### config.mk
export PLATFORM = sky130hd
export DESIGN_NAME = atp_timer
export DESIGN_NICKNAME = d
export VERILOG_FILES = /design/src/include/atp_pkg.sv /design/src/verilog/atp_timer.sv
export SDC_FILE = /design/constraint.sdc
export NUM_CORES = 1
export LEC_CHECK = 0
export BUFFER_PORTS_ARGS = -buffer_cell sky130_fd_sc_hd__buf_2
export CORE_ASPECT_RATIO = 2
export CORE_UTILIZATION = 53
export DETAILED_ROUTE_END_ITERATION = 6
export HOLD_SLACK_MARGIN = 0.02
export PLACE_DENSITY = 0.84
export SYNTH_ARGS = -nofsm -noshare
export SYNTH_HDL_FRONTEND = slang
export SYNTH_SLANG_ARGS = --single-unit
export TNS_END_PERCENT = 30
### constraint.sdc
create_clock -name clock -period 2.8 [get_ports clock]
set_input_delay 0.14 -clock clock [delete_from_list [all_inputs] [get_ports clock]]
set_output_delay 0.14 -clock clock [all_outputs]
set_load 0.01 [all_outputs]
### src/include/atp_pkg.sv
// Constants and types for the timer flag, clock select and prescaler block.
// Assumes an AXI4-Lite register bus with 32-bit data and an 8-bit byte address.
`default_nettype none
package atp_pkg;
  // ----------------------------------------------------------------------
  // Register map
  // ----------------------------------------------------------------------
  localparam int ADDR_W = 8;
  localparam logic [7:0] OFS_FLAGS = 8'h00;
  localparam logic [7:0] OFS_MASK = 8'h04;
  localparam logic [7:0] OFS_ASYNC = 8'h08;
  localparam logic [7:0] OFS_GTC = 8'h0C;
  localparam logic [7:0] OFS_CLKSEL = 8'h10;
  localparam logic [7:0] OFS_CMP = 8'h14;
  localparam logic [7:0] OFS_COUNT = 8'h18;
  localparam logic [7:0] OFS_MODE = 8'h1C;
  // ----------------------------------------------------------------------
  // Field positions
  // ----------------------------------------------------------------------
  localparam int BIT_CMP = 1;
  localparam int BIT_OVF = 0;
  localparam int BIT_ASYNC_SEL = 0;
  localparam int BIT_EXT_SEL = 1;
  localparam int BIT_PSR = 1;
  localparam int BIT_TSM = 7;
  localparam int BIT_UPDOWN = 0;
  // ----------------------------------------------------------------------
  // Reset values and constants
  // ----------------------------------------------------------------------
  localparam logic [1:0] FLAGS_RST = 2'h0;
  localparam logic [1:0] MASK_RST = 2'h0;
  localparam logic [7:0] COUNT_TOP = 8'hFF;
  localparam logic [7:0] COUNT_BOTTOM = 8'h00;
  localparam int PRESC_W = 10;
  localparam logic [1:0] RESP_OKAY = 2'h0;
  localparam logic [1:0] RESP_SLVERR = 2'h2;
  // Crystal frequency the oscillator is built for, in hertz.
  localparam int XTAL_HZ = 32768;
  localparam logic [2:0] CS_STOP = 3'h0;
  localparam logic [2:0] CS_DIV1 = 3'h1;
  localparam logic [2:0] CS_DIV8 = 3'h2;
  localparam logic [2:0] CS_DIV32 = 3'h3;
  localparam logic [2:0] CS_DIV64 = 3'h4;
  localparam logic [2:0] CS_DIV128 = 3'h5;
  localparam logic [2:0] CS_DIV256 = 3'h6;
  localparam logic [2:0] CS_DIV1024 = 3'h7;

  // ----------------------------------------------------------------------
  // Block state
  // ----------------------------------------------------------------------
  typedef struct packed {
    logic aw_rdy;
    logic w_rdy;
    logic aw_have;
    logic w_have;
    logic [7:0] aw_addr;
    logic [7:0] w_data;
    logic w_strb0;
    logic bvalid;
    logic [1:0] bresp;
    logic ar_rdy;
    logic rvalid;
    logic [1:0] rresp;
    logic [31:0] rdata;
    logic [1:0] flags;
    logic [1:0] mask;
    logic async_sel;
    logic ext_sel;
    logic psr;
    logic timer_sync_hold;
    logic [2:0] clk_sel;
    logic [7:0] cmp;
    logic [7:0] cnt;
    logic updown;
    logic dir_down;
    logic [9:0] presc;
    logic pin_s1;
    logic pin_s2;
    logic pin_s3;
    logic [1:0] evt_p1;
    logic [1:0] evt_p2;
    logic ack_p1;
    logic ack_p2;
    logic cmp_irq;
    logic ovf_irq;
    logic osc_en;
    logic ext_clk;
  } atp_state_s;
endpackage
`default_nettype wire

### src/verilog/atp_timer.sv
// Interrupt flags, clock source choice and prescaler of an 8-bit timer.
// Assumes one 25 MHz clock, a synchronous crystal pin sample and an AXI4-Lite master.
//
// Function
// - Compare flag sets when counter equals compare value.
// - Compare flag clears when the compare vector executes.
// - Writing one to the compare flag clears it.
// - Compare interrupt requested only when global enable, mask bit and flag set.
// - Overflow flag sets when the counter overflows.
// - Overflow flag clears when the overflow vector executes.
// - Writing one to the overflow flag clears it.
// - Overflow interrupt requested only when global enable, mask bit and flag set.
// - In up-down mode overflow flag sets on direction change at zero.
// - Without async select the timer source is the I/O clock.
// - Async select clocks the timer from crystal oscillator or crystal pin.
// - Async select without external select enables the crystal oscillator.
// - Async and external select take an external clock on the crystal pin.
// - Clock choices: stop, undivided, or divided by 8,32,64,128,256,1024.
// - While prescaler reset request is one, the prescaler is reset.
// - Synchronous mode clears the reset request right after the reset.
// - Async mode keeps the request one until reset done in timer domain.
// - Sync hold bit set keeps the reset request and prescaler reset.
// - Flag bits 7 to 2 read zero; all flags reset to zero.
// - Mask bit 1 enables compare, bit 0 overflow; both reset zero.
//
// Added by the designer: register access over AXI4-Lite and the register addresses.
`timescale 1ns/1ps
`default_nettype none

module atp_timer (
  // Clock and reset
  input wire logic clock,
  input wire logic rst,
  // AXI4-Lite write address and data
  input wire logic [7:0] s_axi_awaddr,
  input wire logic [2:0] s_axi_awprot,
  input wire logic s_axi_awvalid,
  output logic s_axi_awready,
  input wire logic [31:0] s_axi_wdata,
  input wire logic [3:0] s_axi_wstrb,
  input wire logic s_axi_wvalid,
  output logic s_axi_wready,
  // AXI4-Lite write response
  output logic [1:0] s_axi_bresp,
  output logic s_axi_bvalid,
  input wire logic s_axi_bready,
  // AXI4-Lite read
  input wire logic [7:0] s_axi_araddr,
  input wire logic [2:0] s_axi_arprot,
  input wire logic s_axi_arvalid,
  output logic s_axi_arready,
  output logic [31:0] s_axi_rdata,
  output logic [1:0] s_axi_rresp,
  output logic s_axi_rvalid,
  input wire logic s_axi_rready,
  // Processor side
  input wire logic global_irq_enable,
  input wire logic compare_vector_ack,
  input wire logic overflow_vector_ack,
  output logic compare_irq,
  output logic overflow_irq,
  // Crystal pins
  input wire logic crystal_input_pin,
  output logic crystal_osc_enable,
  output logic external_clock_mode
);

  atp_pkg::atp_state_s s;
  atp_pkg::atp_state_s n;

  // ----------------------------------------------------------------------
  // Decoding
  // ----------------------------------------------------------------------
  function automatic logic is_mapped(input logic [7:0] a);
    is_mapped = (a == atp_pkg::OFS_FLAGS) || (a == atp_pkg::OFS_MASK) ||
      (a == atp_pkg::OFS_ASYNC) || (a == atp_pkg::OFS_GTC) ||
      (a == atp_pkg::OFS_CLKSEL) || (a == atp_pkg::OFS_CMP) ||
      (a == atp_pkg::OFS_COUNT) || (a == atp_pkg::OFS_MODE);
  endfunction

  // Mask of prescaler bits that must all be one for a divided tick.
  function automatic logic [9:0] div_mask(input logic [2:0] sel);
    unique case (sel)
      atp_pkg::CS_DIV8: div_mask = 10'h007;
      atp_pkg::CS_DIV32: div_mask = 10'h01F;
      atp_pkg::CS_DIV64: div_mask = 10'h03F;
      atp_pkg::CS_DIV128: div_mask = 10'h07F;
      atp_pkg::CS_DIV256: div_mask = 10'h0FF;
      atp_pkg::CS_DIV1024: div_mask = 10'h3FF;
      default: div_mask = 10'h000;
    endcase
  endfunction

  logic wr_fire;
  logic src_tick;
  logic tick;
  logic [1:0] ev_raw;
  logic [1:0] ev_apply;
  logic [1:0] flag_w1c;
  logic psr_wr_one;
  logic psr_clear;
  logic [7:0] cnt_step;
  logic [31:0] rd_word;

  // ----------------------------------------------------------------------
  // Timer source, prescaler and counter
  // ----------------------------------------------------------------------
  always_comb begin
    // Crystal edge only counts in async mode; otherwise every I/O clock cycle.
    src_tick = s.async_sel ? (s.pin_s2 & ~s.pin_s3) : 1'b1;
    if (s.clk_sel == atp_pkg::CS_STOP) begin
      tick = 1'b0;
    end else if (s.clk_sel == atp_pkg::CS_DIV1) begin
      tick = src_tick;
    end else begin
      tick = src_tick && !s.psr &&
        ((s.presc & div_mask(s.clk_sel)) == div_mask(s.clk_sel));
    end
    ev_raw = 2'h0;
    cnt_step = s.cnt;
    if (tick) begin
      if (s.updown) begin
        if (!s.dir_down && s.cnt == atp_pkg::COUNT_TOP) begin
          cnt_step = s.cnt - 8'h01;
        end else if (s.dir_down && s.cnt == atp_pkg::COUNT_BOTTOM) begin
          cnt_step = s.cnt + 8'h01;
          ev_raw[atp_pkg::BIT_OVF] = 1'b1;
        end else begin
          cnt_step = s.dir_down ? s.cnt - 8'h01 : s.cnt + 8'h01;
        end
      end else begin
        cnt_step = s.cnt + 8'h01;
        ev_raw[atp_pkg::BIT_OVF] = (s.cnt == atp_pkg::COUNT_TOP);
      end
      ev_raw[atp_pkg::BIT_CMP] = (cnt_step == s.cmp);
    end
    ev_apply = s.async_sel ? s.evt_p2 : ev_raw;
  end

  // ----------------------------------------------------------------------
  // Next state
  // ----------------------------------------------------------------------
  always_comb begin
    n = s;
    rd_word = 32'h0000_0000;
    // Write channel: address and data are taken in either order.
    if (s_axi_awvalid && s.aw_rdy) begin
      n.aw_have = 1'b1;
      n.aw_rdy = 1'b0;
      n.aw_addr = s_axi_awaddr;
    end
    if (s_axi_wvalid && s.w_rdy) begin
      n.w_have = 1'b1;
      n.w_rdy = 1'b0;
      n.w_data = s_axi_wdata[7:0];
      n.w_strb0 = s_axi_wstrb[0];
    end
    wr_fire = s.aw_have && s.w_have && !s.bvalid;
    flag_w1c = 2'h0;
    psr_wr_one = 1'b0;
    if (wr_fire) begin
      n.aw_have = 1'b0;
      n.w_have = 1'b0;
      n.bvalid = 1'b1;
      n.bresp = is_mapped(s.aw_addr) ? atp_pkg::RESP_OKAY : atp_pkg::RESP_SLVERR;
      if (s.w_strb0) begin
        unique case (s.aw_addr)
          atp_pkg::OFS_FLAGS: flag_w1c = s.w_data[1:0];
          atp_pkg::OFS_MASK: n.mask = s.w_data[1:0];
          atp_pkg::OFS_ASYNC: begin
            n.async_sel = s.w_data[atp_pkg::BIT_ASYNC_SEL];
            n.ext_sel = s.w_data[atp_pkg::BIT_EXT_SEL];
          end
          atp_pkg::OFS_GTC: begin
            n.timer_sync_hold = s.w_data[atp_pkg::BIT_TSM];
            psr_wr_one = s.w_data[atp_pkg::BIT_PSR];
          end
          atp_pkg::OFS_CLKSEL: n.clk_sel = s.w_data[2:0];
          atp_pkg::OFS_CMP: n.cmp = s.w_data;
          atp_pkg::OFS_MODE: n.updown = s.w_data[atp_pkg::BIT_UPDOWN];
          default: ;
        endcase
      end
    end
    if (s.bvalid && s_axi_bready) begin
      n.bvalid = 1'b0;
      n.aw_rdy = 1'b1;
      n.w_rdy = 1'b1;
    end
    // Read channel.
    if (s_axi_arvalid && s.ar_rdy) begin
      unique case (s_axi_araddr)
        atp_pkg::OFS_FLAGS: rd_word = {30'h0, s.flags};
        atp_pkg::OFS_MASK: rd_word = {30'h0, s.mask};
        atp_pkg::OFS_ASYNC: rd_word = {30'h0, s.ext_sel, s.async_sel};
        atp_pkg::OFS_GTC: rd_word = {24'h0, s.timer_sync_hold, 5'h0, s.psr, 1'b0};
        atp_pkg::OFS_CLKSEL: rd_word = {29'h0, s.clk_sel};
        atp_pkg::OFS_CMP: rd_word = {24'h0, s.cmp};
        atp_pkg::OFS_COUNT: rd_word = {24'h0, s.cnt};
        atp_pkg::OFS_MODE: rd_word = {30'h0, s.dir_down, s.updown};
        default: rd_word = 32'h0000_0000;
      endcase
      n.rdata = rd_word;
      n.rresp = is_mapped(s_axi_araddr) ? atp_pkg::RESP_OKAY : atp_pkg::RESP_SLVERR;
      n.rvalid = 1'b1;
      n.ar_rdy = 1'b0;
    end
    if (s.rvalid && s_axi_rready) begin
      n.rvalid = 1'b0;
      n.ar_rdy = 1'b1;
    end

    // Crystal pin synchroniser and event pipeline.
    n.pin_s1 = crystal_input_pin;
    n.pin_s2 = s.pin_s1;
    n.pin_s3 = s.pin_s2;
    n.evt_p1 = ev_raw;
    n.evt_p2 = s.evt_p1;

    // Counter, up-down direction, prescaler and its reset request.
    n.cnt = cnt_step;
    if (tick && s.updown) begin
      if (!s.dir_down && s.cnt == atp_pkg::COUNT_TOP) begin
        n.dir_down = 1'b1;
      end else if (s.dir_down && s.cnt == atp_pkg::COUNT_BOTTOM) begin
        n.dir_down = 1'b0;
      end
    end else if (!s.updown) begin
      n.dir_down = 1'b0;
    end
    if (s.psr && (!s.async_sel || src_tick)) begin
      n.presc = 10'h000;
    end else if (src_tick) begin
      n.presc = s.presc + 10'h001;
    end
    n.ack_p1 = s.psr && s.async_sel && src_tick && !s.timer_sync_hold;
    n.ack_p2 = s.ack_p1;
    psr_clear = !s.timer_sync_hold && (s.async_sel ? s.ack_p2 : s.psr);
    if (psr_wr_one) begin
      n.psr = 1'b1;
    end else if (psr_clear) begin
      n.psr = 1'b0;
    end

    // Flags: a set event wins over any clear in the same cycle.
    n.flags[atp_pkg::BIT_CMP] = ev_apply[atp_pkg::BIT_CMP] ||
      (s.flags[atp_pkg::BIT_CMP] && !flag_w1c[atp_pkg::BIT_CMP] && !compare_vector_ack);
    n.flags[atp_pkg::BIT_OVF] = ev_apply[atp_pkg::BIT_OVF] ||
      (s.flags[atp_pkg::BIT_OVF] && !flag_w1c[atp_pkg::BIT_OVF] && !overflow_vector_ack);
    n.cmp_irq = global_irq_enable && n.mask[atp_pkg::BIT_CMP] &&
      n.flags[atp_pkg::BIT_CMP];
    n.ovf_irq = global_irq_enable && n.mask[atp_pkg::BIT_OVF] &&
      n.flags[atp_pkg::BIT_OVF];
    n.osc_en = n.async_sel && !n.ext_sel;
    n.ext_clk = n.async_sel && n.ext_sel;
  end

  // ----------------------------------------------------------------------
  // State register
  // ----------------------------------------------------------------------
  always_ff @(posedge clock) begin
    if (rst) begin
      s <= '0;
      s.aw_rdy <= 1'b1;
      s.w_rdy <= 1'b1;
      s.ar_rdy <= 1'b1;
      s.flags <= atp_pkg::FLAGS_RST;
      s.mask <= atp_pkg::MASK_RST;
    end else begin
      s <= n;
    end
  end

  assign s_axi_awready = s.aw_rdy;
  assign s_axi_wready = s.w_rdy;
  assign s_axi_bvalid = s.bvalid;
  assign s_axi_bresp = s.bresp;
  assign s_axi_arready = s.ar_rdy;
  assign s_axi_rvalid = s.rvalid;
  assign s_axi_rresp = s.rresp;
  assign s_axi_rdata = s.rdata;
  assign compare_irq = s.cmp_irq;
  assign overflow_irq = s.ovf_irq;
  assign crystal_osc_enable = s.osc_en;
  assign external_clock_mode = s.ext_clk;

  // ----------------------------------------------------------------------
  // Checks
  // ----------------------------------------------------------------------
  chk_cmp_irq_gate: assert property (@(posedge clock) disable iff (rst)
    compare_irq |-> (s.flags[1] && s.mask[1] && $past(global_irq_enable)))
    else $error("compare interrupt without flag, mask or global enable");
  chk_ovf_irq_gate: assert property (@(posedge clock) disable iff (rst)
    overflow_irq == (s.flags[0] && s.mask[0] && $past(global_irq_enable)))
    else $error("overflow interrupt does not follow flag, mask and global enable");
  chk_w1c_compare: assert property (@(posedge clock) disable iff (rst)
    (wr_fire && s.w_strb0 && s.aw_addr == 8'h00 && s.w_data[1] && !ev_apply[1])
    |=> !s.flags[1])
    else $error("compare flag not cleared by write of one");
  chk_zero_keeps: assert property (@(posedge clock) disable iff (rst)
    (wr_fire && s.aw_addr == 8'h00 && !s.w_data[0] && s.flags[0] && !overflow_vector_ack)
    |=> s.flags[0])
    else $error("overflow flag lost on write of zero");
  chk_vector_clear: assert property (@(posedge clock) disable iff (rst)
    (overflow_vector_ack && !ev_apply[0]) |=> !s.flags[0])
    else $error("overflow flag not cleared by vector");
  chk_sync_psr: assert property (@(posedge clock) disable iff (rst)
    (!s.async_sel && s.psr && !s.timer_sync_hold && !psr_wr_one) |=> !s.psr && s.presc == 10'h000)
    else $error("prescaler reset request not cleared in sync mode");
  chk_tsm_hold: assert property (@(posedge clock) disable iff (rst)
    (s.psr && s.timer_sync_hold) |=> s.psr)
    else $error("reset request cleared while sync hold set");
  chk_stop_holds: assert property (@(posedge clock) disable iff (rst)
    (s.clk_sel == 3'h0) |=> (s.cnt == $past(s.cnt)))
    else $error("counter moved while stopped");
  chk_reserved_zero: assert property (@(posedge clock) disable iff (rst)
    s.rvalid |-> (s.rdata[31:8] == 24'h000000))
    else $error("reserved read bits not zero");
  chk_mask_write: assert property (@(posedge clock) disable iff (rst)
    (wr_fire && s.w_strb0 && s.aw_addr == atp_pkg::OFS_MASK) |=> (s.mask == s.w_data[1:0]))
    else $error("mask register not written");
  chk_strb_ignore: assert property (@(posedge clock) disable iff (rst)
    (wr_fire && !s.w_strb0) |=> (s.mask == $past(s.mask)))
    else $error("mask changed by a write without strobe");
  chk_w1c_overflow: assert property (@(posedge clock) disable iff (rst)
    (wr_fire && s.w_strb0 && s.aw_addr == atp_pkg::OFS_FLAGS && s.w_data[0] && !ev_apply[0])
    |=> !s.flags[0])
    else $error("overflow flag not cleared by write of one");
  chk_cmp_vector: assert property (@(posedge clock) disable iff (rst)
    (compare_vector_ack && !ev_apply[1]) |=> !s.flags[1])
    else $error("compare flag not cleared by vector");
  chk_read_flags: assert property (@(posedge clock) disable iff (rst)
    (s_axi_arvalid && s.ar_rdy && s_axi_araddr == atp_pkg::OFS_FLAGS)
    |=> (s_axi_rdata == {30'h0, $past(s.flags)}))
    else $error("flag read shows wrong or reserved bits");

  // ----------------------------------------------------------------------
  // Checks: flag setting, clock source and prescaler reset
  // ----------------------------------------------------------------------
  chk_set_wins: assert property (@(posedge clock) disable iff (rst)
    ev_apply[1] |=> s.flags[1])
    else $error("compare event lost to a clear");
  chk_cmp_set: assert property (@(posedge clock) disable iff (rst)
    (!s.async_sel && tick && cnt_step == s.cmp) |=> s.flags[1])
    else $error("compare flag not set on match");
  chk_ovf_set: assert property (@(posedge clock) disable iff (rst)
    (!s.async_sel && tick && !s.updown && s.cnt == atp_pkg::COUNT_TOP)
    |=> (s.flags[0] && s.cnt == atp_pkg::COUNT_BOTTOM))
    else $error("overflow flag not set on wrap");
  chk_bottom_turn: assert property (@(posedge clock) disable iff (rst)
    (!s.async_sel && tick && s.updown && s.dir_down && s.cnt == atp_pkg::COUNT_BOTTOM)
    |=> (s.flags[0] && !s.dir_down))
    else $error("overflow flag not set at bottom turn");
  chk_async_events: assert property (@(posedge clock) disable iff (rst)
    (s.async_sel && !s.evt_p2[0] && !s.flags[0]) |=> !s.flags[0])
    else $error("async overflow event bypassed the synchroniser");
  chk_src_io: assert property (@(posedge clock) disable iff (rst)
    !s.async_sel |-> src_tick)
    else $error("io clock source missed a cycle");
  chk_pin_still: assert property (@(posedge clock) disable iff (rst)
    (s.async_sel && s.pin_s2 == s.pin_s3) |-> !src_tick)
    else $error("async source ticked without a pin edge");
  chk_osc_enable: assert property (@(posedge clock) disable iff (rst)
    crystal_osc_enable == (s.async_sel && !s.ext_sel))
    else $error("oscillator enable does not follow the selects");
  chk_ext_clock: assert property (@(posedge clock) disable iff (rst)
    external_clock_mode == (s.async_sel && s.ext_sel))
    else $error("external clock mode does not follow the selects");
  chk_async_presc: assert property (@(posedge clock) disable iff (rst)
    (s.async_sel && s.psr && src_tick) |=> (s.presc == 10'h000))
    else $error("prescaler not reset on async source edge");
  chk_async_keep: assert property (@(posedge clock) disable iff (rst)
    (s.async_sel && s.psr && !s.ack_p2) |=> s.psr)
    else $error("async reset request cleared before acknowledge");
  chk_async_clear: assert property (@(posedge clock) disable iff (rst)
    (s.async_sel && s.psr && s.ack_p2 && !s.timer_sync_hold && !psr_wr_one) |=> !s.psr)
    else $error("async reset request not cleared after acknowledge");

endmodule

`default_nettype wire

---- After elaboration in Yosys (flattened, before gate mapping) ----
Cells that the tools add are included.
storage, ports and cells
  bits in registers ....................... 112
  output and inout bits ................... 45
operators by class
  $add $sub $neg .......................... 3
  equality and inequality tests ........... 26
  multiplexer cells ....................... 36
  bitwise logic cells ..................... 3
  reduce and logical (&&, ||, !) cells .... 68
operator list
  cell                                              number
  == test 8 x 5 -> 1 bit, second input constant     8
  one-hot mux 8 bit (8 select lines)                1
  one-hot mux 10 bit (6 select lines)               1
  2-to-1 mux 8 bit                                  5
  == test 8 x 4 -> 1 bit, second input constant     4
  logical AND 1 bit                                 27
  zero test 8 bit                                   3
  2-to-1 mux 10 bit                                 2
  2-to-1 mux 2 bit                                  9
  logical OR 1 bit                                  17
  == test 8 x 3 -> 1 bit, second input constant     2
  2-to-1 mux 1 bit                                  16
  == test 3 bit, second input constant              4
  AND reduction 3 bit                               4
  adder 10 x 1 -> 10 bit, second input constant     1
  AND 10 bit                                        1
  == test 10 bit                                    1
  zero test 1 bit                                   10
  adder 8 x 1 -> 8 bit, second input constant       1
  == test 8 bit                                     1
  == test 8 bit, second input constant              1
  2-to-1 mux 4 bit                                  2
  OR reduction 2 bit                                4
  subtractor 8 x 1 -> 8 bit, second input constant  1
  other kinds (9)                                   10

---- Longest topological paths before layout ----
Gate-level depths: netlist of the first run.
  word-level depth ........................ 15
  depth in mapped cells ................... 9
  gate-level depth less buffers ........... 8

---- Least setup slack after synthesis of the first run ----
Ideal clock, no wire load.
  path type ............................... reg-to-reg
  from .................................... register s[100] (netlist bit)
  to ...................................... register s (netlist bit compare_irq)
  setup time .............................. 87 ps
  arrival ................................. 2029 ps
  required time ........................... 2713 ps
  path slack .............................. 684 ps
  cell stages (with the launch flop) ...... 7
  buffers on the path ..................... 0
  period minus slack after synthesis ...... 2116 ps
  cell sequence ........................... dfxtp_1 or4_4 nor4_4 nand3b_1 mux2i_1 or3_1 o31ai_1
on the way
  word-level cells in the longest chain between the ends .. 9
  elaborated cells between the ends (all ways) .. 14
  classes of those cells .................. eq/ne: 1; mux: 6; reduce/logical: 7
ends and longest elaborated chain
  element                          RTL line          source
  start: declaration               atp_timer.sv:68   atp_pkg::atp_state_s s;
  start signal: assignment         atp_timer.sv:270  s <= n;
  zero test 8 bit                  atp_timer.sv:167  unique case (s.aw_addr)
  2-to-1 mux 2 bit                 atp_timer.sv:167
  2-to-1 mux 2 bit                 atp_timer.sv:166  if (s.w_strb0) begin
  2-to-1 mux 2 bit                 atp_timer.sv:161  if (wr_fire) begin
  zero test 1 bit                  atp_timer.sv:247  (s.flags[atp_pkg::BIT_CMP] && !flag_w1c[atp_pkg::BIT_CMP] && !compare_vector_ack);
  logical AND 1 bit (2 in series)  atp_timer.sv:247
  logical OR 1 bit                 atp_timer.sv:246  n.flags[atp_pkg::BIT_CMP] = ev_apply[atp_pkg::BIT_CMP] ||
  logical AND 1 bit *              atp_timer.sv:250  n.cmp_irq = global_irq_enable && n.mask[atp_pkg::BIT_CMP] &&
Mark *: on every way between the ends. The rest lies on a longest branch, timed or not.
A chain may end at the register's enable or synchronous reset.

---- Worst setup path in the final report of the first run ----
  from .................................... register s[25] (netlist bit)
  to ...................................... register s[51] (netlist bit)
on the way
  word-level cells in the longest chain between the ends .. 10
  elaborated cells between the ends (all ways) .. 15
  classes of those cells .................. add/sub: 2; eq/ne: 2; mux: 7; reduce/logical: 4
ends and longest elaborated chain
  element                                                RTL line                                              source
  adder 8 x 1 -> 8 bit, or another cell as far along     atp_timer.sv:126, atp_timer.sv:129, atp_timer.sv:132
  2-to-1 mux 8 bit or logical AND 1 bit (tied branches)  atp_timer.sv:129, atp_timer.sv:125
  2-to-1 mux 8 bit                                       atp_timer.sv:125                                      end else if (s.dir_down && s.cnt == atp_pkg::COUNT_BOTTOM) begin
  2-to-1 mux 8 bit                                       atp_timer.sv:123                                      if (!s.dir_down && s.cnt == atp_pkg::COUNT_TOP) begin
  2-to-1 mux 8 bit *                                     atp_timer.sv:122                                      if (s.updown) begin
  2-to-1 mux 8 bit *                                     atp_timer.sv:121                                      if (tick) begin
  == test 8 bit *                                        atp_timer.sv:135                                      ev_raw[atp_pkg::BIT_CMP] = (cnt_step == s.cmp);
  2-to-1 mux 2 bit *                                     atp_timer.sv:121
  2-to-1 mux 2 bit *                                     atp_timer.sv:137                                      ev_apply = s.async_sel ? s.evt_p2 : ev_raw;
  logical OR 1 bit *                                     atp_timer.sv:246
Mark *: on every way between the ends. The rest lies on a longest branch, timed or not. The select of a mux whose other input is x is not followed.

==> key figures, run 1 <==
Timing
  • Relative slew slack: 0.3660
  • TNS Setup: 0 ns
  • Max-slew violation count: 0
  • Fmax: between 400 and 500 MHz
  • Slew at the pin closest to its max-slew limit: 0.9510 ns
  • Min Tclk post-route: 2.399 ns
  • Hold Slack: 0.02952 ns
  • Final period util: 0.8566
  • Hold Fails Final Rpt: 0
  • # setup viols final: 0
  • RSZ-0062 raised after global routing: no
  • Clk_skew: 0.009929 ns

Min path
  • Worst Hold Endpoint: n[11]$_SDFF_PP0_
  • Hold/Removal Path Class: in -> reg
  • Hold Path Depth: 2
  • Min-delay src: crystal_input_pin

Clock tree
  • CTS Sinks: 86
  • Cts repair resizes: 0
  • Number of CTS-inserted buffers: 9
  • Clk buf depth: 2
  • Clock Latency Late Sink: approximately 0.34 ns
  • Root Buffer Master: clkbuf_16
  • Worst-path clk slew: 0.06 ns
  • Post CTS Setup Buffer Count: 0
  • H-tree depth: 3
  • CTS tree: built

Worst setup path
  • Stages on the worst setup path: 8
  • Critical path capture point type: flip-flop
  • Largest delay share family, worst path: simple AND/OR/NAND/NOR gates
  • FF-to-FF setup slack: 0.40 ns
  • Crit path max fanout: 8
  • Worst EP required: 3.04 ns
  • Worst r2r dst: s[51]$_SDFF_PP0_
  • CP Launch Type: flip-flop
  • Worst path cell trace: inv_1, ha_1, xor2_1, nor2_1, o21ai_0, and4bb_2, o211ai_2, o41ai_2
  • WP data arrival: 2.64 ns
  • Reg2reg path depth: 8
  • Critical path class: reg -> reg
  • CP max-delay cell: dfxtp_1
  • Critical Path Max Stage Delay: 0.54 ns
  • Reg2reg start: s[25]$_SDFFE_PP0P_
  • Worst path bufs/invs: 1

Finish
  • Layout cell share with drive strength beyond 1: 0.1825
  • Largest register by flop count: s
  • Fin nets: 616
  • Most common cell after layout, fill and taps aside: dfxtp_1
  • Most frequent cells in the layout: dfxtp_1, nor2_1, buf_2
  • Max reg flops: 62
  • Fin cells: 644
  • Utilization after layout: 0.6155
  • Area grow syn2layout: 11.76%
  • Diode count: 0

Global route
  • Vias in the first global route: 3593
  • Largest net degree at the start of global routing: 57
  • Initial antenna violation count: 0
  • Global route total overflow: 0
  • Global Route Usage Sum: 0.2701
  • Global-route wire length before repair: approximately 17000 um

Logic synthesis
  • YS warnings: 0
  • Avg Inst Size Synth: 8.714 um2
  • Top_reg_cell synth: dfxtp_1
  • FF+latch count, synth: 86
  • Post-synth design cell area: roughly 0.0044 mm2
  • Async SR Flop Fraction: 0
  • Syn Inst Count: between 500 and 600
  • Cell variety after synth: 70
  • Seq/Total Area, Yosys: 0.3936
  • Number of flops mapped to enable cells by yosys: 0

Route
  • Drt total wl: 10880 um
  • Wirelength per Cell: 16.89 um
  • DR pass1 iterations: 4
  • # DRC: 0
  • Via count: approximately 3700
  • Iter 0 DRT Violations: between 150 and 200
  • Average vias per placed instance: between 5 and 6
  • Antenna Nets Post-Route: 0

Place
  • DP Cell Count: 627
  • Port Buffers: 54
  • Hpwl dp: 8156 um
  • RePlAce Congestion: 1.041

Outcome
  • Status: finished, final reports clean

Run
  • Max Cap Viol: 0

Floorplanning
  • Initial core utilization: 0.5507
  • Chip Height: 130.5 um
  • Die area: roughly 0.0086 mm2
  • Cell row count: 46
  • Ports: 114
  • Die X: 66.24 um
  • Core area: 0.007943 mm2

Power
  • Pwr Density: 570.3 mW/mm2
  • Maximum vdd drop: 0.0005244 V
  • Leakage power: 0.002001 uW
==> cell type report <==
class,instances,area [um2]
fillers,688,3054
multi-input cells,369,2310
flip-flops and latches,86,1722
repair buffers,64,347.8
clock buffers,11,232.7
well taps,96,120.1
clock inverters,5,107.6
inverters,13,48.80
==> power breakdown <==
| group | switching [uW] | internal, uW |
|---|---|---|
| clock network | 474 | 875 |
| logic | 99.7 | 56.6 |
| registers | 30.1 | 1250 |
==> how the worst max path moves through the flow <==
| stage | startpoint | end | slack (ns) |
|---|---|---|---|
| 3_5_place_dp | s[100]$_SDFFE_PP0P_ | compare_irq$_SDFF_PP0_ | 0.47 |
| 5_1_grt | s[25]$_SDFFE_PP0P_ | s[51]$_SDFF_PP0_ | 0.30 |
| 4_1_cts | s[100]$_SDFFE_PP0P_ | compare_irq$_SDFF_PP0_ | 0.45 |
| 6_report | s[25]$_SDFFE_PP0P_ | s[51]$_SDFF_PP0_ | 0.40 |
| 2_1_floorplan | s[100]$_SDFFE_PP0P_ | compare_irq$_SDFF_PP0_ | 0.68 |
| 3_3_place_gp | s[100]$_SDFFE_PP0P_ | compare_irq$_SDFF_PP0_ | 0.52 |
==> kinds of logic after synthesis <==
group           synth area share
flops                     0.3936
other cells            0.0008573
simple gates              0.2305
buf+inv                  0.09983
fa+ha+maj                0.01144
xor+xnor                 0.06522
compound gates            0.1396
mux                      0.05892
==> metrics by stage <==
| step | worst slack, ns | area [um2] | total power, uW |
|---|---|---|---|
| global placement | 0.5206 | 4538 | 1455 |
| floorplan | 0.6839 | 4468 | 1435 |
| global route | 0.2957 | 4888 | 2866 |
| CTS | 0.4497 | 4888 | 2803 |
| detailed placement | 0.4682 | 4538 | 1463 |
| finish | 0.4014 | 4888 | 2788 |
==> cell usage after synthesis, types with 2 or more instances <==
| cell | number | share of area |
|---|---|---|
| a211oi_1 | 6 | 0.010 |
| a21boi_0 | 2 | 0.0034 |
| a21oi_1 | 27 | 0.031 |
| a22oi_1 | 10 | 0.017 |
| a31oi_1 | 5 | 0.0072 |
| a32oi_1 | 3 | 0.0060 |
| and2_1 | 5 | 0.0072 |
| and3_1 | 9 | 0.013 |
| and4_1 | 2 | 0.0040 |
| buf_1 | 5 | 0.0043 |
| buf_4 | 40 | 0.069 |
| buf_6 | 2 | 0.0051 |
| clkbuf_1 | 11 | 0.0094 |
| dfxtp_1 | 86 | 0.39 |
| ha_1 | 4 | 0.011 |
| inv_1 | 13 | 0.011 |
| mux2_2 | 4 | 0.010 |
| mux2i_1 | 19 | 0.043 |
| nand2_1 | 42 | 0.036 |
| nand2b_1 | 3 | 0.0043 |
| nand3_1 | 21 | 0.024 |
| nand3b_1 | 3 | 0.0051 |
| nand4_1 | 6 | 0.0086 |
| nand4b_1 | 2 | 0.0040 |
| nor2_1 | 67 | 0.057 |
| nor2b_1 | 7 | 0.010 |
| nor3_1 | 9 | 0.010 |
| nor3b_1 | 3 | 0.0051 |
| nor4_1 | 2 | 0.0029 |
| nor4_4 | 2 | 0.0097 |
| o211ai_1 | 4 | 0.0069 |
| o21ai_0 | 12 | 0.014 |
| or3_1 | 3 | 0.0043 |
| xnor2_1 | 16 | 0.032 |
| xor2_1 | 12 | 0.024 |
==> routing by layer <==
metal / global-route usage / up-vias / wire length (um)
met5: 0 / - / 0
met4: 0.2015 / 0 / 657
met3: 0.03646 / 46 / 320
met2: 0.5030 / 128 / 6072
met1: 0.2586 / 1761 / 3826
li1: - / 1776 / -
==> what timing repair did <==
| item | in CTS | in global routing |
|---|---|---|
| hold buffers | 1 | 0 |
| endpoints found under the hold margin | 1 | 0 |
| setup endpoints to repair | 0 | 0 |
No activity file was read; power rests on OpenSTA's default activity.
==> run 2: changes to the inputs <==
ABC_AREA = 1   (was unset)
==> run 2 against run 1 <==
  * Cell count rose by 19%
  * Critical path depth grew 9
  * Final area down 1.1%
  * Sequential cell count unchanged
  * Critical path type unchanged
==> key figures, run 2 <==
Place
  • Post-Place Setup Slack: 0.4094 ns (was 0.4682 ns)
  • RePlAce Congestion: 0.9125 (was 1.041)
  • Port Buffers: 54 (unchanged)
  • DP Cell Count: 750 (was 627)
  • Hpwl dp: 8325 um (was 8156 um)

Route
  • Average vias per placed instance: 5.387 (was 5.762)
  • Wirelength per Cell: 14.24 um (was 16.89 um)
  • Antenna Nets Post-Route: 0 (unchanged)
  • Via count: 4132 (was 3711)
  • Iter 0 DRT Violations: 301 (was 191)
  • DR pass1 iterations: 6 (was 4)
  • Drt total wl: 10920 um (was 10880 um)
  • # DRC: 0 (unchanged)

Clock tree
  • Root Buffer Master: clkbuf_16 (unchanged)
  • Worst-path clk slew: 0.07 ns (was 0.06 ns)
  • CTS tree: built (unchanged)
  • H-tree depth: 3 (unchanged)
  • Number of CTS-inserted buffers: 9 (unchanged)
  • Clk buf depth: 2 (unchanged)
  • Clock Latency Late Sink: 0.35 ns (was 0.34 ns)
  • CTS Sinks: 86 (unchanged)

Logic synthesis
  • FF+latch count, synth: 86 (unchanged)
  • Most numerous cell in the Yosys netlist: nand2_1 (was dfxtp_1)
  • YS warnings: 0 (unchanged)
  • Post-synth top cells: nand2_1, dfxtp_1, nor2_1 (was dfxtp_1, nor2_1, nand2_1)
  • Xor and xnor area share after synthesis: 0.02129 (was 0.06522)
  • Cell variety after synth: 42 (was 70)
  • Seq/Total Area, Yosys: 0.3959 (was 0.3936)
  • Synth Area in Adders: 0.01151 (was 0.01144)
  • Syn Inst Count: 622 (was 502)
  • Largest area contributor in the netlist: dfxtp_1 (unchanged)
  • Async SR Flop Fraction: 0 (unchanged)
  • Top cells by area, synth: dfxtp_1, nand2_1, nor2_1 (was dfxtp_1, buf_4, nor2_1)
  • Mux contribution to synthesized area: 0 (was 0.05892)
  • Top_reg_cell synth: dfxtp_1 (unchanged)
  • Avg Inst Size Synth: 6.992 um2 (was 8.714 um2)
  • Largest family of logic cells by synthesized area: simple AND/OR/NAND/NOR gates (unchanged)
  • Synth top area share: 0.3959 (was 0.3936)
  • Post-synth design cell area: 0.004349 mm2 (was 0.004374 mm2)
  • Number of flops mapped to enable cells by yosys: 0 (unchanged)
  • Synth Area in Compound Gates: 0.1554 (was 0.1396)
  • Simple-gate share of the synthesized area: 0.2664 (was 0.2305)

Timing
  • Hold Fails Final Rpt: 0 (unchanged)
  • Slew at the pin closest to its max-slew limit: 0.6288 ns (was 0.9510 ns)
  • Relative slew slack: 0.5769 (was 0.3660)
  • Min Tclk post-route: 2.455 ns (was 2.399 ns)
  • TNS Setup: 0 ns (unchanged)
  • Max-slew violation count: 0 (unchanged)
  • Final period util: 0.8768 (was 0.8566)
  • Final setup margin: 0.3451 ns (was 0.4014 ns)
  • Fmax: 407.3 MHz (was 416.9 MHz)
  • # setup viols final: 0 (unchanged)
  • RSZ-0062 raised after global routing: no (unchanged)
  • Clk_skew: 0.01186 ns (was 0.009929 ns)

Global route
  • GR Util met2: 0.5000 (was 0.5030)
  • Global route total overflow: 0 (unchanged)
  • Vias in the first global route: 3930 (was 3593)
  • Initial antenna violation count: 0 (unchanged)
  • GRT busiest layer: met2 (unchanged)
  • Global Route Usage Sum: 0.2762 (was 0.2701)
  • Global-route wire length before repair: 17940 um (was 17200 um)
  • M3 GR Usage: 0.05157 (was 0.03646)
  • Met1 Use GR: 0.2578 (was 0.2586)
  • Largest net degree at the start of global routing: 29 (was 57)

Floorplanning
  • Chip Height: 130.1 um (was 130.5 um)
  • Ports: 114 (unchanged)
  • Die area: 0.008594 mm2 (was 0.008643 mm2)
  • Core area: 0.007943 mm2 (unchanged)
  • Die X: 66.06 um (was 66.24 um)
  • Initial core utilization: 0.5476 (was 0.5507)
  • Cell row count: 46 (unchanged)

Worst setup path
  • Critical path capture point type: flip-flop (unchanged)
  • Reg2reg path depth: 17 (was 8)
  • WP data arrival: 2.73 ns (was 2.64 ns)
  • Most frequent CP cell: nand2_1
  • Worst path cell trace: inv_1, ha_1, inv_1, nor2_1, nand2_1, nand2_1, nand2_2, nand2_2, nand2_2, nand2_1, nand2_1, nand2_1, nor2_1, nand2_1, nor2_2, nand3_1, a21oi_1 (was inv_1, ha_1, xor2_1, nor2_1, o21ai_0, and4bb_2, o211ai_2, o41ai_2)
  • Worst EP required: 3.07 ns (was 3.04 ns)
  • Worst path bufs/invs: 2 (was 1)
  • Largest delay share family, worst path: simple AND/OR/NAND/NOR gates (unchanged)
  • FF-to-FF setup slack: 0.35 ns (was 0.40 ns)
  • Critical Path Max Stage Delay: 0.44 ns (was 0.54 ns)
  • Critical path class: reg -> reg (unchanged)
  • Worst r2r dst: compare_irq$_SDFF_PP0_ (was s[51]$_SDFF_PP0_)
  • CP max-delay cell: dfxtp_1 (unchanged)
  • CP Launch Type: flip-flop (unchanged)
  • Crit path max fanout: 9 (was 8)
  • Reg2reg start: s[25]$_SDFFE_PP0P_ (unchanged)

Power
  • Leakage power: 0.002186 uW (was 0.002001 uW)
  • Total power: 2633 uW (was 2788 uW)
  • Pwr Density: 544.7 mW/mm2 (was 570.3 mW/mm2)
  • Maximum vdd drop: 0.0004212 V (was 0.0005244 V)

Run
  • Max Cap Viol: 0 (unchanged)

Finish
  • Fin cells: 767 (was 644)
  • Layout cell share with drive strength beyond 1: 0.1401 (was 0.1825)
  • Fill cells: 736 (was 688)
  • Area grow syn2layout: 11.16% (was 11.76%)
  • Largest register by flop count: s (unchanged)
  • Diode count: 0 (unchanged)
  • Most common cell after layout, fill and taps aside: nand2_1 (was dfxtp_1)
  • Most frequent cells in the layout: nand2_1, dfxtp_1, nor2_1 (was dfxtp_1, nor2_1, buf_2)
  • Fin nets: 739 (was 616)
  • Utilization after layout: 0.6087 (was 0.6155)
  • Max reg flops: 62 (unchanged)

Min path
  • Worst Hold Endpoint: s_axi_arready$_SDFFE_PP1P_ (was n[11]$_SDFF_PP0_)
  • Hold/Removal Path Class: in -> reg (unchanged)
  • Hold Path Depth: 3 (was 2)
  • Min-delay src: s_axi_rready (was crystal_input_pin)

Outcome
  • Status: finished, final reports clean (unchanged)
==> run 2: report_power, final <==
group / leakage, uW / internal [uW] / total, uW / switching, uW
Combinational: 0.00135 / 62.4 / 188 / 126
Sequential: 0.000700 / 1260 / 1290 / 26.1
Clock: 0.000135 / 639 / 1160 / 519
==> run 2: metal layers <==
| metal | up-vias | routed length (um) |
|---|---|---|
| met5 | - | 0 |
| met4 | 0 | 821 |
| met3 | 60 | 495 |
| met2 | 182 | 5804 |
| met1 | 1851 | 3801 |
| li1 | 2039 | - |
==> run 2: cells by family after synthesis <==
logic type | Yosys count
and+or+nand+nor | 268
buffers and inverters | 130
AOI/OAI and AO/OA | 124
DFF | 86
xor gates and xnor gates | 9
adders and majority gates | 4
other | 1
==> run 2: repair_timing <==
| item | CTS | global route |
|---|---|---|
| buffers inserted | 0 | 0 |
| gates resized for setup | 0 | 0 |
| hold buffers | 1 | 0 |
| hold endpoints to repair | 1 | 0 |
==> run 2: worst register-to-register path, cell delays in order, from the launching register on <==
cell	delay (ns)
dfxtp_1	0.44
inv_1	0.17
ha_1	0.24
inv_1	0.05
nor2_1	0.04
nand2_1	0.07
nand2_1	0.06
nand2_2	0.09
nand2_2	0.14
nand2_2	0.13
nand2_1	0.06
nand2_1	0.06
nand2_1	0.05
nor2_1	0.14
nand2_1	0.08
nor2_2	0.22
nand3_1	0.15
a21oi_1	0.19
==> run 2: final cells by class <==
type | count | area [um2] | area share
multi-input combinational | 431 | 2074 | 0.4291
sequential | 86 | 1722 | 0.3561
timing repair buffer | 64 | 347.8 | 0.07195
inverter | 74 | 277.8 | 0.05745
clock buffer | 10 | 239.0 | 0.04943
tap | 96 | 120.1 | 0.02484
clock inverter | 6 | 53.80 | 0.01113
==> run 2: worst max path at each step <==
stage                  startpoint                      to  slack (ns)  cells past startpoint
6_report       s[25]$_SDFFE_PP0P_  compare_irq$_SDFF_PP0_        0.35                     17
4_1_cts        s[25]$_SDFFE_PP0P_  compare_irq$_SDFF_PP0_        0.38                     17
3_5_place_dp   s[25]$_SDFFE_PP0P_  compare_irq$_SDFF_PP0_        0.41                     17
5_1_grt        s[25]$_SDFFE_PP0P_  compare_irq$_SDFF_PP0_        0.26                     17
2_1_floorplan  s[25]$_SDFFE_PP0P_        s[51]$_SDFF_PP0_        1.03                     16
3_3_place_gp   s[25]$_SDFFE_PP0P_  compare_irq$_SDFF_PP0_        0.55                     17
==> run 2: per-stage QoR <==
step / hold slack (ns) / cell area, um2
floorplan: 0.2470 / 4443
global placement: 0.3401 / 4532
detailed placement: 0.3665 / 4532
CTS: 0.02716 / 4835
global route: 0.04579 / 4835
finish: 0.03513 / 4835
==> run 3: changes to the inputs <==
CORE_ASPECT_RATIO = 0.75   (was 2)
==> run 3 against run 2 <==
  * Die area fell by 0.21%
  * Count of clock-buffer cells in the layout increased by 1
  * Critical path depth down 2
  * First-iteration DRC count decreased by 16%
  * Sequential cell count unchanged
  * Clock power is 34% lower
  * Sequential share of layout area grew 0.93 points
  * Cell count is 0.91% higher
  * Worst setup slack worse by 0.071 ns
  * Final area decreased by 2.5%
  * Critical endpoint unchanged
  * Largest cell class unchanged
  * Largest power group unchanged
==> key figures, run 3 (synthesis gave the netlist of run 2 again) <==
Floorplanning
  • Core area: 0.007918 mm2 (was 0.007943 mm2)
  • Ports: 114 (unchanged)
  • Die area: 0.008576 mm2 (was 0.008594 mm2)
  • Die X: 106.6 um (was 66.06 um)
  • Chip Height: 80.45 um (was 130.1 um)
  • Initial core utilization: 0.5493 (was 0.5476)
  • Cell row count: 28 (was 46)

Run
  • Max Cap Viol: 0 (unchanged)

Timing
  • # setup viols final: 0 (unchanged)
  • TNS Setup: 0 ns (unchanged)
  • Slew at the pin closest to its max-slew limit: 0.6639 ns (was 0.6288 ns)
  • Final period util: 0.9023 (was 0.8768)
  • Min Tclk post-route: 2.526 ns (was 2.455 ns)
  • Hold Fails Final Rpt: 0 (unchanged)
  • Clk_skew: 0.01036 ns (was 0.01186 ns)
  • Relative slew slack: 0.5568 (was 0.5769)
  • RSZ-0062 raised after global routing: no (unchanged)
  • Max-slew violation count: 0 (unchanged)
  • Fmax: 395.8 MHz (was 407.3 MHz)

Global route
  • Global route total overflow: 0 (unchanged)
  • Global-route wire length before repair: 16080 um (was 17940 um)
  • Global Route Usage Sum: 0.2423 (was 0.2762)
  • Initial antenna violation count: 0 (unchanged)
  • Largest net degree at the start of global routing: 32 (was 29)
  • Vias in the first global route: 3508 (was 3930)

Finish
  • Layout cell share with drive strength beyond 1: 0.1286 (was 0.1401)
  • Max reg flops: 62 (unchanged)
  • Largest register by flop count: s (unchanged)
  • Utilization after layout: 0.5951 (was 0.6087)
  • Diode count: 0 (unchanged)
  • Most frequent cells in the layout: nand2_1, dfxtp_1, nor2_1 (unchanged)
  • Area grow syn2layout: 8.343% (was 11.16%)
  • Fin nets: 737 (was 739)
  • Final Cell Area: 0.004712 mm2 (was 0.004835 mm2)
  • Most common cell after layout, fill and taps aside: nand2_1 (unchanged)

Clock tree
  • Number of CTS-inserted buffers: 9 (unchanged)
  • Clock Latency Late Sink: 0.37 ns (was 0.35 ns)
  • H-tree depth: 3 (unchanged)
  • CTS Sinks: 86 (unchanged)
  • Post CTS Setup Buffer Count: 0 (unchanged)
  • Clk buf depth: 2 (unchanged)
  • Root Buffer Master: clkbuf_8 (was clkbuf_16)
  • CTS tree: built (unchanged)
  • Hold-fix buffer count after cts: 5 (was 1)
  • Worst-path clk slew: 0.09 ns (was 0.07 ns)
  • Cts repair resizes: 0 (unchanged)

Worst setup path
  • Worst path bufs/invs: 0 (was 2)
  • WP data arrival: 2.83 ns (was 2.73 ns)
  • FF-to-FF setup slack: 0.27 ns (was 0.35 ns)
  • Critical path class: reg -> reg (unchanged)
  • Critical Path Max Stage Delay: 0.42 ns (was 0.44 ns)
  • CP Launch Type: flip-flop (unchanged)
  • Stages on the worst setup path: 15 (was 17)
  • CP max-delay cell: dfxtp_1 (unchanged)
  • Worst r2r dst: compare_irq$_SDFF_PP0_ (unchanged)
  • Worst path cell trace: ha_1, nand2_1, nor2_4, nand4_2, nand2_2, nand2_2, nand2_2, nand2_1, nand2_1, nand2_1, nor2_1, nand2_1, nor2_2, nand3_1, a21oi_1 (was inv_1, ha_1, inv_1, nor2_1, nand2_1, nand2_1, nand2_2, nand2_2, nand2_2, nand2_1, nand2_1, nand2_1, nor2_1, nand2_1, nor2_2, nand3_1, a21oi_1)
  • Reg2reg start: s[25]$_SDFFE_PP0P_ (unchanged)
  • Critical path capture point type: flip-flop (unchanged)
  • Reg2reg path depth: 15 (was 17)
  • Worst setup path endpoint: compare_irq$_SDFF_PP0_ (unchanged)
  • Worst EP required: 3.10 ns (was 3.07 ns)
  • Crit path max fanout: 11 (was 9)
  • Largest delay share family, worst path: simple AND/OR/NAND/NOR gates (unchanged)
  • Most frequent CP cell: nand2_1 (unchanged)
  • Crit path launch: s[25]$_SDFFE_PP0P_ (unchanged)

Power
  • Maximum vdd drop: 0.0004963 V (was 0.0004212 V)
  • Pwr Density: 476.5 mW/mm2 (was 544.7 mW/mm2)
  • Leakage power: 0.002126 uW (was 0.002186 uW)
  • Total power: 2245 uW (was 2633 uW)

Min path
  • Hold/Removal Path Class: in -> reg (unchanged)

Place
  • Hpwl dp: 7338 um (was 8325 um)
  • Port Buffers: 54 (unchanged)
  • DP Area: 0.004498 mm2 (was 0.004532 mm2)
  • RePlAce Congestion: 0.9683 (was 0.9125)

Outcome
  • Status: finished, final reports clean (unchanged)

Route
  • # DRC: 0 (unchanged)
  • DR pass1 iterations: 5 (was 6)
  • Wirelength per Cell: 12.71 um (was 14.24 um)
  • Iter 0 DRT Violations: 252 (was 301)
  • Via count: 4025 (was 4132)
  • Antenna Nets Post-Route: 0 (unchanged)
  • Drt total wl: 9836 um (was 10920 um)
  • Average vias per placed instance: 5.200 (was 5.387)
## run 3: changes by cell type in the layout (fill, tap and decap cells not counted), sizes merged
cell / change
clkinv: +2
clkbuf: +1
clkinvlp: -3
dlygate4sd3: +4
buf: -6
## run 3: cell type report
cell class / instances / area, um2
Multi-Input combinational cell: 431 / 2074
Clock buffer: 11 / 131.4
Sequential cell: 86 / 1722
Inverter: 74 / 277.8
Tap cell: 105 / 131.4
Clock inverter: 5 / 32.53
Timing Repair Buffer: 62 / 342.8
Fill cell: 763 / 3206
## run 3: worst min path at each step
stage                           start                   endpoint  slack, ns  cells after the start
finish                 s_axi_wstrb[0]         s[91]$_SDFFE_PP0P_       0.03                      3
global route             s_axi_bready  s_axi_wready$_SDFFE_PP1P_       0.04                      3
CTS                    s_axi_wstrb[0]         s[91]$_SDFFE_PP0P_       0.03                      3
detailed placement  crystal_input_pin           n[11]$_SDFF_PP0_       0.35                      3
global placement    crystal_input_pin           n[11]$_SDFF_PP0_       0.34                      3
floorplan           crystal_input_pin           n[11]$_SDFF_PP0_       0.25                      2
## run 3: routing by layer
layer,track usage,vias to the layer above,wire length (um)
met5,0,-,0
li1,-,2039,-
met3,0.07305,18,791
met4,0.06575,0,128
met2,0.3929,151,4450
met1,0.3127,1817,4466
## run 3: through the flow
stage	hold slack (ns)	std cells	setup slack (ns)
2_1_floorplan	0.2470	647	1.034
3_3_place_gp	0.3428	753	0.4384
3_5_place_dp	0.3508	753	0.3629
4_1_cts	0.02613	774	0.3198
5_1_grt	0.03715	774	0.1133
6_report	0.03425	774	0.2736
## run 3: power by group
part	switching (uW)	leakage [uW]	internal (uW)
Combinational	126	0.00134	65.0
Clock	445	0.0000879	325
Sequential	25.0	0.000700	1260
Total	595	0.00213	1650
## run 3: worst reg2reg max path: cells and delay by family (launching register included)
kind                       cells  cell delay (ns)
and+or+nand+nor               13             1.68
adders and majority gates      1             0.22
AOI/OAI and AO/OA              1             0.16
DFF                            1             0.42
